$ cat config.mk
export PLATFORM = sky130hd
export DESIGN_NAME = tmrg_timer1_ctrl
export DESIGN_NICKNAME = d
export VERILOG_FILES = /design/src/tmrg_pkg.sv /design/src/tmrg_prescale.sv /design/src/tmrg_sync3.sv /design/src/tmrg_timer1_ctrl.sv
export SDC_FILE = /design/constraint.sdc
export NUM_CORES = 1
export LEC_CHECK = 0
export ABC_AREA = 1
export BUFFER_PORTS_ARGS = -buffer_cell sky130_fd_sc_hd__buf_2
export CAP_MARGIN = 20
export CORE_ASPECT_RATIO = 0.6
export CORE_MARGIN = 2
export CORE_UTILIZATION = 48
export CTS_CLUSTER_SIZE = 10
export DETAILED_ROUTE_END_ITERATION = 8
export PLACE_DENSITY = 0.76
export SLEW_MARGIN = 20
export SYNTH_ARGS = -nofsm -noshare
export SYNTH_HDL_FRONTEND = slang
export SYNTH_SLANG_ARGS = --single-unit
$ cat constraint.sdc
create_clock -name clk_sys_i -period 2.25 [get_ports clk_sys_i]
set_input_delay 0.45 -clock clk_sys_i [delete_from_list [all_inputs] [get_ports clk_sys_i]]
set_output_delay 0.45 -clock clk_sys_i [all_outputs]
set_load 0.05 [all_outputs]
$ cat src/tmrg_pkg.sv
// timer one control and gate: shared offsets, field positions, reset values
// assumes a 32-bit apb slave with byte addresses on an 8-bit paddr
package tmrg_pkg;
	// ----------------------------------------
	// register byte offsets
	// ----------------------------------------
	localparam logic [7:0] OFF_CTRL = 8'h00;
	localparam logic [7:0] OFF_LOW = 8'h04;
	localparam logic [7:0] OFF_HIGH = 8'h08;
	localparam logic [7:0] OFF_AUX = 8'h0C;
	localparam logic [7:0] OFF_STATUS = 8'h10;
	localparam logic [7:0] OFF_MASK = 8'h14;
	// ----------------------------------------
	// timer_one_control fields
	// ----------------------------------------
	localparam int RUN_BIT = 0;
	localparam int CS_BIT = 1;
	localparam int BYPASS_BIT = 2;
	localparam int OSC_BIT = 3;
	localparam int PS_LSB = 4;
	localparam int GE_BIT = 6;
	localparam int GINV_BIT = 7;
	// ----------------------------------------
	// comparator_aux_control fields
	// ----------------------------------------
	localparam int AUX_SYNC_BIT = 0;
	localparam int AUX_GSS_BIT = 1;
	// ----------------------------------------
	// reset values and counts
	// ----------------------------------------
	localparam logic [7:0] CTRL_RST = 8'h00;
	localparam logic [1:0] AUX_RST = 2'h2;
	localparam logic MASK_RST = 1'b0;
	localparam logic [1:0] INSTR_DIV_LAST = 2'h3;
	localparam logic [15:0] COUNT_MAX = 16'hFFFF;
endpackage : tmrg_pkg

$ cat src/tmrg_prescale.sv
// prescale counter dividing input ticks by 1, 2, 4 or 8
// assumes ticks are one-cycle pulses on the system clock
`timescale 1ns/1ps
module tmrg_prescale #(
	parameter int W = 3
) (
	input wire logic clk_sys_i,
	input wire logic rst_i,
	input wire logic ce_i,
	input wire logic clr_i,
	input wire logic tick_i,
	input wire logic [1:0] sel_i,
	output logic tick_o,
	output logic [W-1:0] cnt_o
);
	logic [W-1:0] cnt_q;
	wire [W-1:0] limit = W'((4'h1 << sel_i) - 4'h1);
	wire at_limit = (cnt_q >= limit);
	assign tick_o = tick_i && at_limit && !clr_i;
	assign cnt_o = cnt_q;
	always_ff @(posedge clk_sys_i or posedge rst_i) begin
		if (rst_i) begin
			cnt_q <= '0;
		end else if (ce_i) begin
			if (clr_i || (tick_i && at_limit)) begin
				cnt_q <= '0;
			end else if (tick_i) begin
				cnt_q <= cnt_q + W'(1);
			end
		end
	end
endmodule : tmrg_prescale

$ cat src/tmrg_sync3.sv
// three-flop input synchroniser, level changes once stages two and three agree
// assumes an asynchronous input and one system clock
`timescale 1ns/1ps
module tmrg_sync3 (
	input wire logic clk_sys_i,
	input wire logic rst_i,
	input wire logic ce_i,
	input wire logic async_i,
	output logic level_o
);
	logic s1_q;
	logic s2_q;
	logic s3_q;
	always_ff @(posedge clk_sys_i or posedge rst_i) begin
		if (rst_i) begin
			s1_q <= 1'b0;
			s2_q <= 1'b0;
			s3_q <= 1'b0;
			level_o <= 1'b0;
		end else if (ce_i) begin
			s1_q <= async_i;
			s2_q <= s1_q;
			s3_q <= s2_q;
			if (s2_q == s3_q) begin
				level_o <= s3_q;
			end
		end
	end
endmodule : tmrg_sync3

$ cat src/tmrg_timer1_ctrl.sv
// timer one control and gate: apb registers, clock select, gate, 16-bit count
// assumes apb master on clk_sys_i; count, gate and comparator pins asynchronous
//
// Contract
// increment clock offered to sync comparator output
// synced comparator gate never loses an increment
// run bit counts; cleared holds the count
// gate enable bit; aux select picks source
// count as low and high byte registers
// invert set counts gate high, else low
// prescale 1,2,4,8; count write clears prescaler
// source bit picks external rising edge input
// bypass bit skips sync, counts during sleep
// rollover sets sticky overflow flag
//
// Local design decisions: the register offsets and the APB slave port.
`timescale 1ns/1ps
module tmrg_timer1_ctrl (
	input wire logic clk_sys_i,
	input wire logic rst_i,
	input wire logic ce_i,
	input wire logic psel_i,
	input wire logic penable_i,
	input wire logic pwrite_i,
	input wire logic [7:0] paddr_i,
	input wire logic [31:0] pwdata_i,
	output logic [31:0] prdata_o,
	output logic pready_o,
	output logic pslverr_o,
	input wire logic external_count_input_i,
	input wire logic gate_pin_i,
	input wire logic second_comparator_output_i,
	input wire logic sleep_i,
	output logic timer_inc_o,
	output logic low_power_osc_enable_o,
	output logic overflow_flag_o,
	output logic irq_o
);
	// ----------------------------------------
	// address decode
	// ----------------------------------------
	function automatic logic hit(input logic [7:0] a, input logic [7:0] off);
		hit = (a == off);
	endfunction : hit

	logic [7:0] ctrl_q;
	logic [1:0] aux_q;
	logic [15:0] count_q;
	logic status_q;
	logic mask_q;
	logic [31:0] prdata_q;
	logic [1:0] idiv_q;
	logic ext_prev_q;
	logic armed_q;
	logic pend_q;
	logic cmp_q;
	logic ext_lvl;
	logic pin_lvl;
	logic cmp_lvl;
	logic pre_tick;
	logic [2:0] pre_cnt;
	logic lo_known_q;
	logic hi_known_q;

	wire setup = psel_i && !penable_i;
	wire access = psel_i && penable_i;
	wire mapped = hit(paddr_i, tmrg_pkg::OFF_CTRL) || hit(paddr_i, tmrg_pkg::OFF_LOW)
		|| hit(paddr_i, tmrg_pkg::OFF_HIGH) || hit(paddr_i, tmrg_pkg::OFF_AUX)
		|| hit(paddr_i, tmrg_pkg::OFF_STATUS) || hit(paddr_i, tmrg_pkg::OFF_MASK);
	wire wr_en = access && pwrite_i && ce_i;
	wire rd_en = access && !pwrite_i && ce_i;
	wire wr_ctrl = wr_en && hit(paddr_i, tmrg_pkg::OFF_CTRL);
	wire wr_low = wr_en && hit(paddr_i, tmrg_pkg::OFF_LOW);
	wire wr_high = wr_en && hit(paddr_i, tmrg_pkg::OFF_HIGH);
	wire wr_aux = wr_en && hit(paddr_i, tmrg_pkg::OFF_AUX);
	wire wr_mask = wr_en && hit(paddr_i, tmrg_pkg::OFF_MASK);
	wire rd_status = rd_en && hit(paddr_i, tmrg_pkg::OFF_STATUS);
	wire cnt_wr = wr_low || wr_high;
	wire count_known = lo_known_q && hi_known_q;

	// ----------------------------------------
	// control fields
	// ----------------------------------------
	wire run = ctrl_q[tmrg_pkg::RUN_BIT];
	wire cs_ext = ctrl_q[tmrg_pkg::CS_BIT];
	wire bypass = cs_ext && ctrl_q[tmrg_pkg::BYPASS_BIT];
	wire [1:0] ps_sel = ctrl_q[tmrg_pkg::PS_LSB +: 2];
	wire gate_en = ctrl_q[tmrg_pkg::GE_BIT];
	wire gate_inv = ctrl_q[tmrg_pkg::GINV_BIT];
	wire gss = aux_q[tmrg_pkg::AUX_GSS_BIT];
	wire cmp_sync_en = aux_q[tmrg_pkg::AUX_SYNC_BIT];

	// ----------------------------------------
	// pin synchronisers
	// ----------------------------------------
	tmrg_sync3 u_ext_sync (
		.clk_sys_i(clk_sys_i),
		.rst_i(rst_i),
		.ce_i(ce_i),
		.async_i(external_count_input_i),
		.level_o(ext_lvl)
	);
	tmrg_sync3 u_gate_sync (
		.clk_sys_i(clk_sys_i),
		.rst_i(rst_i),
		.ce_i(ce_i),
		.async_i(gate_pin_i),
		.level_o(pin_lvl)
	);
	tmrg_sync3 u_cmp_sync (
		.clk_sys_i(clk_sys_i),
		.rst_i(rst_i),
		.ce_i(ce_i),
		.async_i(second_comparator_output_i),
		.level_o(cmp_lvl)
	);

	// ----------------------------------------
	// clock source selection
	// ----------------------------------------
	wire int_tick = (idiv_q == tmrg_pkg::INSTR_DIV_LAST);
	// a falling edge must arm the counter before the first rising edge counts
	wire ext_rise = ext_lvl && !ext_prev_q && armed_q;
	wire sync_tick = int_tick && (pend_q || ext_rise);
	wire ext_tick = bypass ? ext_rise : sync_tick;
	wire src_tick = cs_ext ? ext_tick : int_tick;
	wire awake = !sleep_i || bypass;
	wire pre_in = src_tick && awake && run;

	tmrg_prescale #(
		.W(3)
	) u_pre (
		.clk_sys_i(clk_sys_i),
		.rst_i(rst_i),
		.ce_i(ce_i),
		.clr_i(cnt_wr),
		.tick_i(pre_in),
		.sel_i(ps_sel),
		.tick_o(pre_tick),
		.cnt_o(pre_cnt)
	);

	// ----------------------------------------
	// gate
	// ----------------------------------------
	wire cmp_gate = cmp_sync_en ? cmp_q : cmp_lvl;
	wire gate_raw = gss ? cmp_gate : pin_lvl;
	wire gate_active = !(gate_raw ^ gate_inv);
	wire gate_ok = !gate_en || gate_active;
	wire inc = pre_tick && gate_ok && !cnt_wr;
	wire ovf = inc && (count_q == tmrg_pkg::COUNT_MAX);

	assign timer_inc_o = pre_tick;
	assign low_power_osc_enable_o = ctrl_q[tmrg_pkg::OSC_BIT];
	assign overflow_flag_o = status_q;
	assign irq_o = status_q && mask_q;

	// ----------------------------------------
	// apb answer
	// ----------------------------------------
	wire [31:0] rd_mux = hit(paddr_i, tmrg_pkg::OFF_CTRL) ? {24'h000000, ctrl_q}
		: hit(paddr_i, tmrg_pkg::OFF_LOW) ? {24'h000000, count_q[7:0]}
		: hit(paddr_i, tmrg_pkg::OFF_HIGH) ? {24'h000000, count_q[15:8]}
		: hit(paddr_i, tmrg_pkg::OFF_AUX) ? {30'h00000000, aux_q}
		: hit(paddr_i, tmrg_pkg::OFF_STATUS) ? {31'h00000000, status_q}
		: hit(paddr_i, tmrg_pkg::OFF_MASK) ? {31'h00000000, mask_q}
		: 32'h00000000;
	assign pready_o = access;
	assign pslverr_o = access && !mapped;
	assign prdata_o = prdata_q;

	// ----------------------------------------
	// registers
	// ----------------------------------------
	always_ff @(posedge clk_sys_i or posedge rst_i) begin
		if (rst_i) begin
			ctrl_q <= tmrg_pkg::CTRL_RST;
			aux_q <= tmrg_pkg::AUX_RST;
			mask_q <= tmrg_pkg::MASK_RST;
			status_q <= 1'b0;
			prdata_q <= 32'h00000000;
			lo_known_q <= 1'b0;
			hi_known_q <= 1'b0;
		end else if (ce_i) begin
			if (wr_ctrl) begin
				ctrl_q <= pwdata_i[7:0];
			end
			if (wr_aux) begin
				aux_q <= pwdata_i[1:0];
			end
			if (wr_mask) begin
				mask_q <= pwdata_i[0];
			end
			if (wr_low) begin
				lo_known_q <= 1'b1;
			end
			if (wr_high) begin
				hi_known_q <= 1'b1;
			end
			status_q <= ovf || (status_q && !rd_status);
			if (setup) begin
				prdata_q <= rd_mux;
			end
		end
	end

	// count holds its value through reset, undefined until written
	always_ff @(posedge clk_sys_i) begin
		if (ce_i) begin
			if (wr_low) begin
				count_q[7:0] <= pwdata_i[7:0];
			end else if (wr_high) begin
				count_q[15:8] <= pwdata_i[7:0];
			end else if (inc) begin
				count_q <= count_q + 16'h0001;
			end
		end
	end

	// ----------------------------------------
	// edge tracking and comparator sync
	// ----------------------------------------
	always_ff @(posedge clk_sys_i or posedge rst_i) begin
		if (rst_i) begin
			idiv_q <= 2'h0;
			ext_prev_q <= 1'b0;
			armed_q <= 1'b0;
			pend_q <= 1'b0;
			cmp_q <= 1'b0;
		end else if (ce_i) begin
			idiv_q <= 2'(idiv_q + 2'h1);
			ext_prev_q <= ext_lvl;
			if (cnt_wr || !run) begin
				armed_q <= 1'b0;
			end else if (!ext_lvl) begin
				armed_q <= 1'b1;
			end
			pend_q <= ext_rise && !int_tick && !bypass;
			if (pend_q && !int_tick && !bypass) begin
				pend_q <= 1'b1;
			end
			if (pre_tick) begin
				cmp_q <= cmp_lvl;
			end
		end
	end
endmodule : tmrg_timer1_ctrl
* Word-level counts from Yosys, hierarchy flattened *
Index checks and enable logic that the tools add are counted.

storage, ports and cells
  flip-flop bits (word level) = 81
  bits of input ports = 50

operators by class
  $add $sub $neg = 4
  muxes and demuxes = 19
  equal/unequal tests = 12
  bitwise gates (word level) = 2
  shift-type cells = 1
  reductions and logical operators = 70
  order comparisons = 1

operators by type and width
  cell                     count
  $mux W8                  6
  $logic_and A1 B1 Y1      30
  $reduce_and A2 Y1        10
  $add A16 B1 Y16 const B  1
  $eq A16 B16 Y1 const B   1
  $eq A8 B4 Y1 const B     2
  $eq A8 B5 Y1 const B     2
  $mux W16                 1
  $logic_not A1 Y1         12
  $logic_or A1 B1 Y1       12
  $mux W1                  9
  $eq A8 B3 Y1 const B     1
  $logic_not A8 Y1         1
  $mux W3                  2
  $reduce_and A3 Y1        2
  $reduce_bool A2 Y1       3
  $ne A2 B2 Y1 const B     2
  $add A3 B1 Y3 const B    1
  $eq A1 B1 Y1             3
  $ge A3 B3 Y1             1
  $shl A1 B2 Y3 const A    1
  $sub A3 B1 Y3 const B    1
  $add A2 B1 Y2 const B    1
  $eq A2 B2 Y1 const B     1
  3 further kinds          3

* Longest topological paths before layout *
  depth in word-level cells = 16
  mapped depth = 11

* By module *
From an unflattened synthesis, not the netlist that was laid out.

unflattened totals
  cell total of the unflattened synthesis = 459
  area, all modules = 3616.0 um2

by module, submodules not included
  module            instances  sequential area each (um2)  cells an instance  area each (um2)
  tmrg_timer1_ctrl  1          1132.3                      356                2840.2
  tmrg_sync3        3          100.1                       21                 167.7
  tmrg_prescale     1          75.1                        40                 272.8

* Least setup slack after synthesis *
Ideal clock, no wire load.

  path kind = in2out
  from = input paddr_i[6]
  to = output pslverr_o
  path buffers = 1
  data required time = 1800 ps
  arrival time = 2015 ps
  path slack = -215 ps
  stages = 7
  path through = inv_2 > nand2_1 > nor2_4 > buf_4 > nand3_2 > nand3_1 > nor3_1

between the ends
  longest elaborated chain between the ends = 8

ends and longest elaborated chain
  what                                              line                     text
  start, declared                                   tmrg_timer1_ctrl.sv:25   input wire logic [7:0] paddr_i,
  $eq A8 B3 Y1 or $logic_not A8 Y1 (tied branches)  tmrg_timer1_ctrl.sv:43   hit = (a == off);
  $logic_or A1 B1 Y1                                tmrg_timer1_ctrl.sv:67   wire mapped = hit(paddr_i, tmrg_pkg::OFF_CTRL) || hit(paddr_i, tmrg_pkg::OFF_LOW)
  $logic_or A1 B1 Y1 (2 in series)                  tmrg_timer1_ctrl.sv:68   || hit(paddr_i, tmrg_pkg::OFF_HIGH) || hit(paddr_i, tmrg_pkg::OFF_AUX)
  $logic_or A1 B1 Y1                                tmrg_timer1_ctrl.sv:69   || hit(paddr_i, tmrg_pkg::OFF_STATUS) || hit(paddr_i, tmrg_pkg::OFF_MASK);
  $logic_or A1 B1 Y1 *                              tmrg_timer1_ctrl.sv:69
  $logic_not A1 Y1 *                                tmrg_timer1_ctrl.sv:169  assign pslverr_o = access && !mapped;
  $logic_and A1 B1 Y1 *                             tmrg_timer1_ctrl.sv:169
  end, declared                                     tmrg_timer1_ctrl.sv:29   output logic pslverr_o,

Mark *: on every way between the ends. The rest lies on a longest branch, timed or not.

* Worst setup path in the final report *
  from = register ctrl_q[5]
  to = output timer_inc_o

between the ends
  longest elaborated chain between the ends = 5

ends and longest elaborated chain
  what                               line                     text
  start, declared                    tmrg_timer1_ctrl.sv:46   logic [7:0] ctrl_q;
  start signal, assigned             tmrg_timer1_ctrl.sv:177  ctrl_q <= tmrg_pkg::CTRL_RST;
  start signal, assigned             tmrg_timer1_ctrl.sv:186  ctrl_q <= pwdata_i[7:0];
  $shl A1 B2 Y3                      tmrg_prescale.sv:17      wire [W-1:0] limit = W'((4'h1 << sel_i) - 4'h1);
  $sub A3 B1 Y3                      tmrg_prescale.sv:17
  $ge A3 B3 Y1                       tmrg_prescale.sv:18      wire at_limit = (cnt_q >= limit);
  $logic_and A1 B1 Y1 (2 in series)  tmrg_prescale.sv:19      assign tick_o = tick_i && at_limit && !clr_i;
  end, declared                      tmrg_timer1_ctrl.sv:34   output logic timer_inc_o,

Every way passes these cells.

==> summary.md <==
| Metric | Value |
|---|---|
| Status | `completed` |
| GRT Total Usage | `23.8%` |
| Die width | `114 um` |
| Initial DRC Count | `306` |
| Fmax | `452 MHz` |
| Slew Viols, Final | `0` |
| Post-layout minimum cycle time | `2.21 ns` |
| Synth Warn # | `0` |
| Layout Area Growth over Synthesis | `17.2%` |
| Final Cycle Share | `98.3%` |
| # IOs | `88` |
| GP Congestion | `0.984` |
| Internal power | `2010 uW` |
| Synth Area in XOR/XNOR | `2.02%` |
| Initial antenna violation count | `0` |
| Worst-skew pair later-pin latency | `0.33 ns` |
| Clock power share | `42.7%` |
| TritonRoute pass-1 iters | `5` |
| Post-Synth Simple-Gate Area | `30.1%` |
| Max VDD drop | `0.000560 V` |
| Cell area after synthesis | `3460 um^2` |
| # diodes | `0` |
| Core ar. | `6820 um^2` |
| Post-DP HPWL | `6630 um` |
| Worst Path Required | `1.80 ns` |
| Remaining antenna violation count | `0` |
| Syn Area/Cell | `7.83 um^2` |
| Post-synth EDFFs | `16` |
| Switching power | `813 uW` |
| Avg WL per Cell | `15.1 um` |
| Vias per cell | `5.28` |
| Clk root buf | `clkbuf_16` |
| Worst R2R End | `count_q[11]$_DFFE_PP_` |
| Initial core utilization | `50.8%` |
| Total power | `2820 uW` |
| Setup Crit Path Kind | `flop to output pin` |
| Leakage | `0.00214 uW` |
| Via Count | `3,105` |
| Leading register cell type out of synthesis | `dfrtp_1` |
| R2R cell count | `10` |
| Global route overflow | `0` |
| Worst setup EP type | `output pin` |
| Logic pwr share | `14.8%` |
| Post-synthesis mux area share | `0%` |
| Cell Rows | `23` |
| Die footprint | `7930 um^2` |
| Ys async rst share | `71.9%` |
| Reg-to-reg startpoint | `ctrl_q[5]$_DFFE_PP0P_` |
| Largest net degree at the start of global routing | `42` |
| CTS clk-pin slew, worst paths | `0.05 ns` |
| Finished Cell Area | `4060 um^2` |
| Cell variety after synth | `40` |
| Wirelength, routed | `8880 um` |
| Sw frac | `28.8%` |
| Clock Sinks | `57` |
| Adder-Cell Fraction of Synth Area | `2.17%` |
| Synthesized flop and latch total | `57` |
| Pwr Density | `695 nW/um^2` |
| Setup crit start | `ctrl_q[5]$_DFFE_PP0P_` |
| Layout filler cell count | `583` |
| Main combinational cell family by area after synthesis | `simple AND/OR/NAND/NOR gates` |
| Max Buffers Root-to-Sink | `2` |
| Final setup fails | `0` |
| Final #Nets | `554` |
| CTS buffer count | `9` |
| Slew @ Worst Pin | `0.526 ns` |
| Max Fanout on Critical Path | `4` |
| Die Ht | `69.8 um` |
| Remaining DRCs | `0` |
| Share of cells above drive strength 1 | `22.2%` |
| Final Hold Vio Count | `0` |
| Hold Buf Count CTS | `0` |
| Register-to-register setup slack | `0.14 ns` |
| Sequential power share | `42.6%` |
| Global-route wire length before repair | `14,300 um` |
| Skew final | `0.00617 ns` |
| CTS tree | `yes` |
| Max Cap Viol | `0` |
| Vias in the first global route | `2,882` |
| Finished Core Util | `59.5%` |
| Cell count after synthesis | `442` |
| Arr. time, crit path | `1.76 ns` |
| Seq/Total Area, Yosys | `43.5%` |
| Buffers on Ports | `39` |
| Critical path launch point type | `flop` |
| Worst Hold Class | `input pin to async pin` |
| Slew HR | `64.9%` |
| Placed instance area | `3700 um^2` |
| CTS H-tree lvls | `3` |
| Complex-gate fraction of the synthesized area | `9.54%` |
==> per-stage QoR <==
step	hold slack (ns)	setup slack, ns	instances	setup TNS [ns]
detailed placement	0.461	0.135	569	0
global route	0.303	-0.0317	588	-0.0317
finish	0.241	0.0394	588	0
CTS	0.251	0.0355	584	0
floorplan	0.442	-0.116	465	-1.85
global placement	0.454	0.192	569	0
==> worst max-delay path, cell delays in order (launching register included) <==
cell and delay, ns:
dfrtp_1 0.38, inv_2 0.08, ha_1 0.31, nand3_1 0.12
nand3_2 0.11, nand3_4 0.09, nor2_4 0.17, buf_8 0.16
==> sequential cells by signal (all words and copies together), names as in the netlist, 2 cells and up <==
| register | cells |
|---|---|
| count_q | 16 |
| aux_q | 2 |
| u_pre.cnt_o | 3 |
| ctrl_q | 8 |
| prdata_o | 8 |
| idiv_q | 2 |
==> metal layers <==
metal	track usage (%)	part of all wire (%)	wire length, um	up-vias
met5	0	0	0	-
met1	33.7	47	4150	1455
met3	10.8	11	943	12
met2	32.9	41	3680	138
li1	-	-	-	1500
met4	5.83	1.2	110	0
==> cell usage after synthesis, drive strengths merged, types with 3 or more instances <==
library cell	number	area share [%]
nand2	123	14
nor2	52	7.0
inv	51	5.6
dfrtp	40	29
nand3	36	6.0
o21ai	36	5.4
buf	31	6.6
edfxtp	16	14
a21oi	12	1.7
ha	6	2.2
nand4	6	1.1
xor2	6	1.5
nor3	5	1.0
o22ai	5	0.90
o31ai	3	0.65
==> layout make-up <==
cell class	count	area (um^2)	area share, %
Clock buffer	13	250	6.17
Clock inverter	1	5.00	0.123
Multi-Input combinational cell	323	1660	41.0
Timing Repair Buffer	55	325	8.01
Inverter	52	198	4.87
Sequential cell	57	1510	37.1
Tap cell	87	109	2.68
==> repair_timing <==
| item | 4_1_cts | 5_1_grt |
|---|---|---|
| endpoints found under the setup margin | 1 | 1 |
| gates resized for setup | 4 | 9 |
| buffers inserted | 1 | 4 |
| pin swaps | 1 | 1 |
==> cells in the final DEF (no fill, tap or decap), types with 10 or more instances in the layout <==
cell,synthesis,layout
nand2_1,113,111
a21oi_1,12,12
o21ai_1,16,16
conb_1,1,24
nand3_1,32,29
inv_1,42,40
nor2_1,46,46
edfxtp_1,16,16
buf_4,27,16
o21ai_0,18,18
nand2_2,8,10
inv_2,8,10
dfrtp_1,40,40
buf_2,3,38
==> power by group through the flow <==
stage	logic [uW]	clock network, uW	registers (uW)
2_1_floorplan	287	0	1260
3_3_place_gp	401	0	1210
3_5_place_dp	414	0	1210
4_1_cts	415	1220	1200
5_1_grt	454	1260	1210
6_report	416	1200	1200
==> worst max-delay path by stage <==
stage	slack, ns	to	depth (start not counted)
6_report	0.04	timer_inc_o	7
5_1_grt	-0.03	timer_inc_o	7
4_1_cts	0.04	timer_inc_o	8
3_5_place_dp	0.14	pslverr_o	8
3_3_place_gp	0.19	pslverr_o	8
2_1_floorplan	-0.12	count_q[0]$_DFFE_PP_	9
==> cell families (layout without fill, tap and decap cells) <==
logic type,after synthesis,after routing
AND/OR/NAND/NOR,225,225
buffers and inverters,85,121
AO/OA/AOI/OAI,60,60
flip-flops,57,57
XOR/XNOR,8,8
adder cells (fa/ha/maj),6,6
other,1,24
No activity file was read; power rests on OpenSTA's default activity.
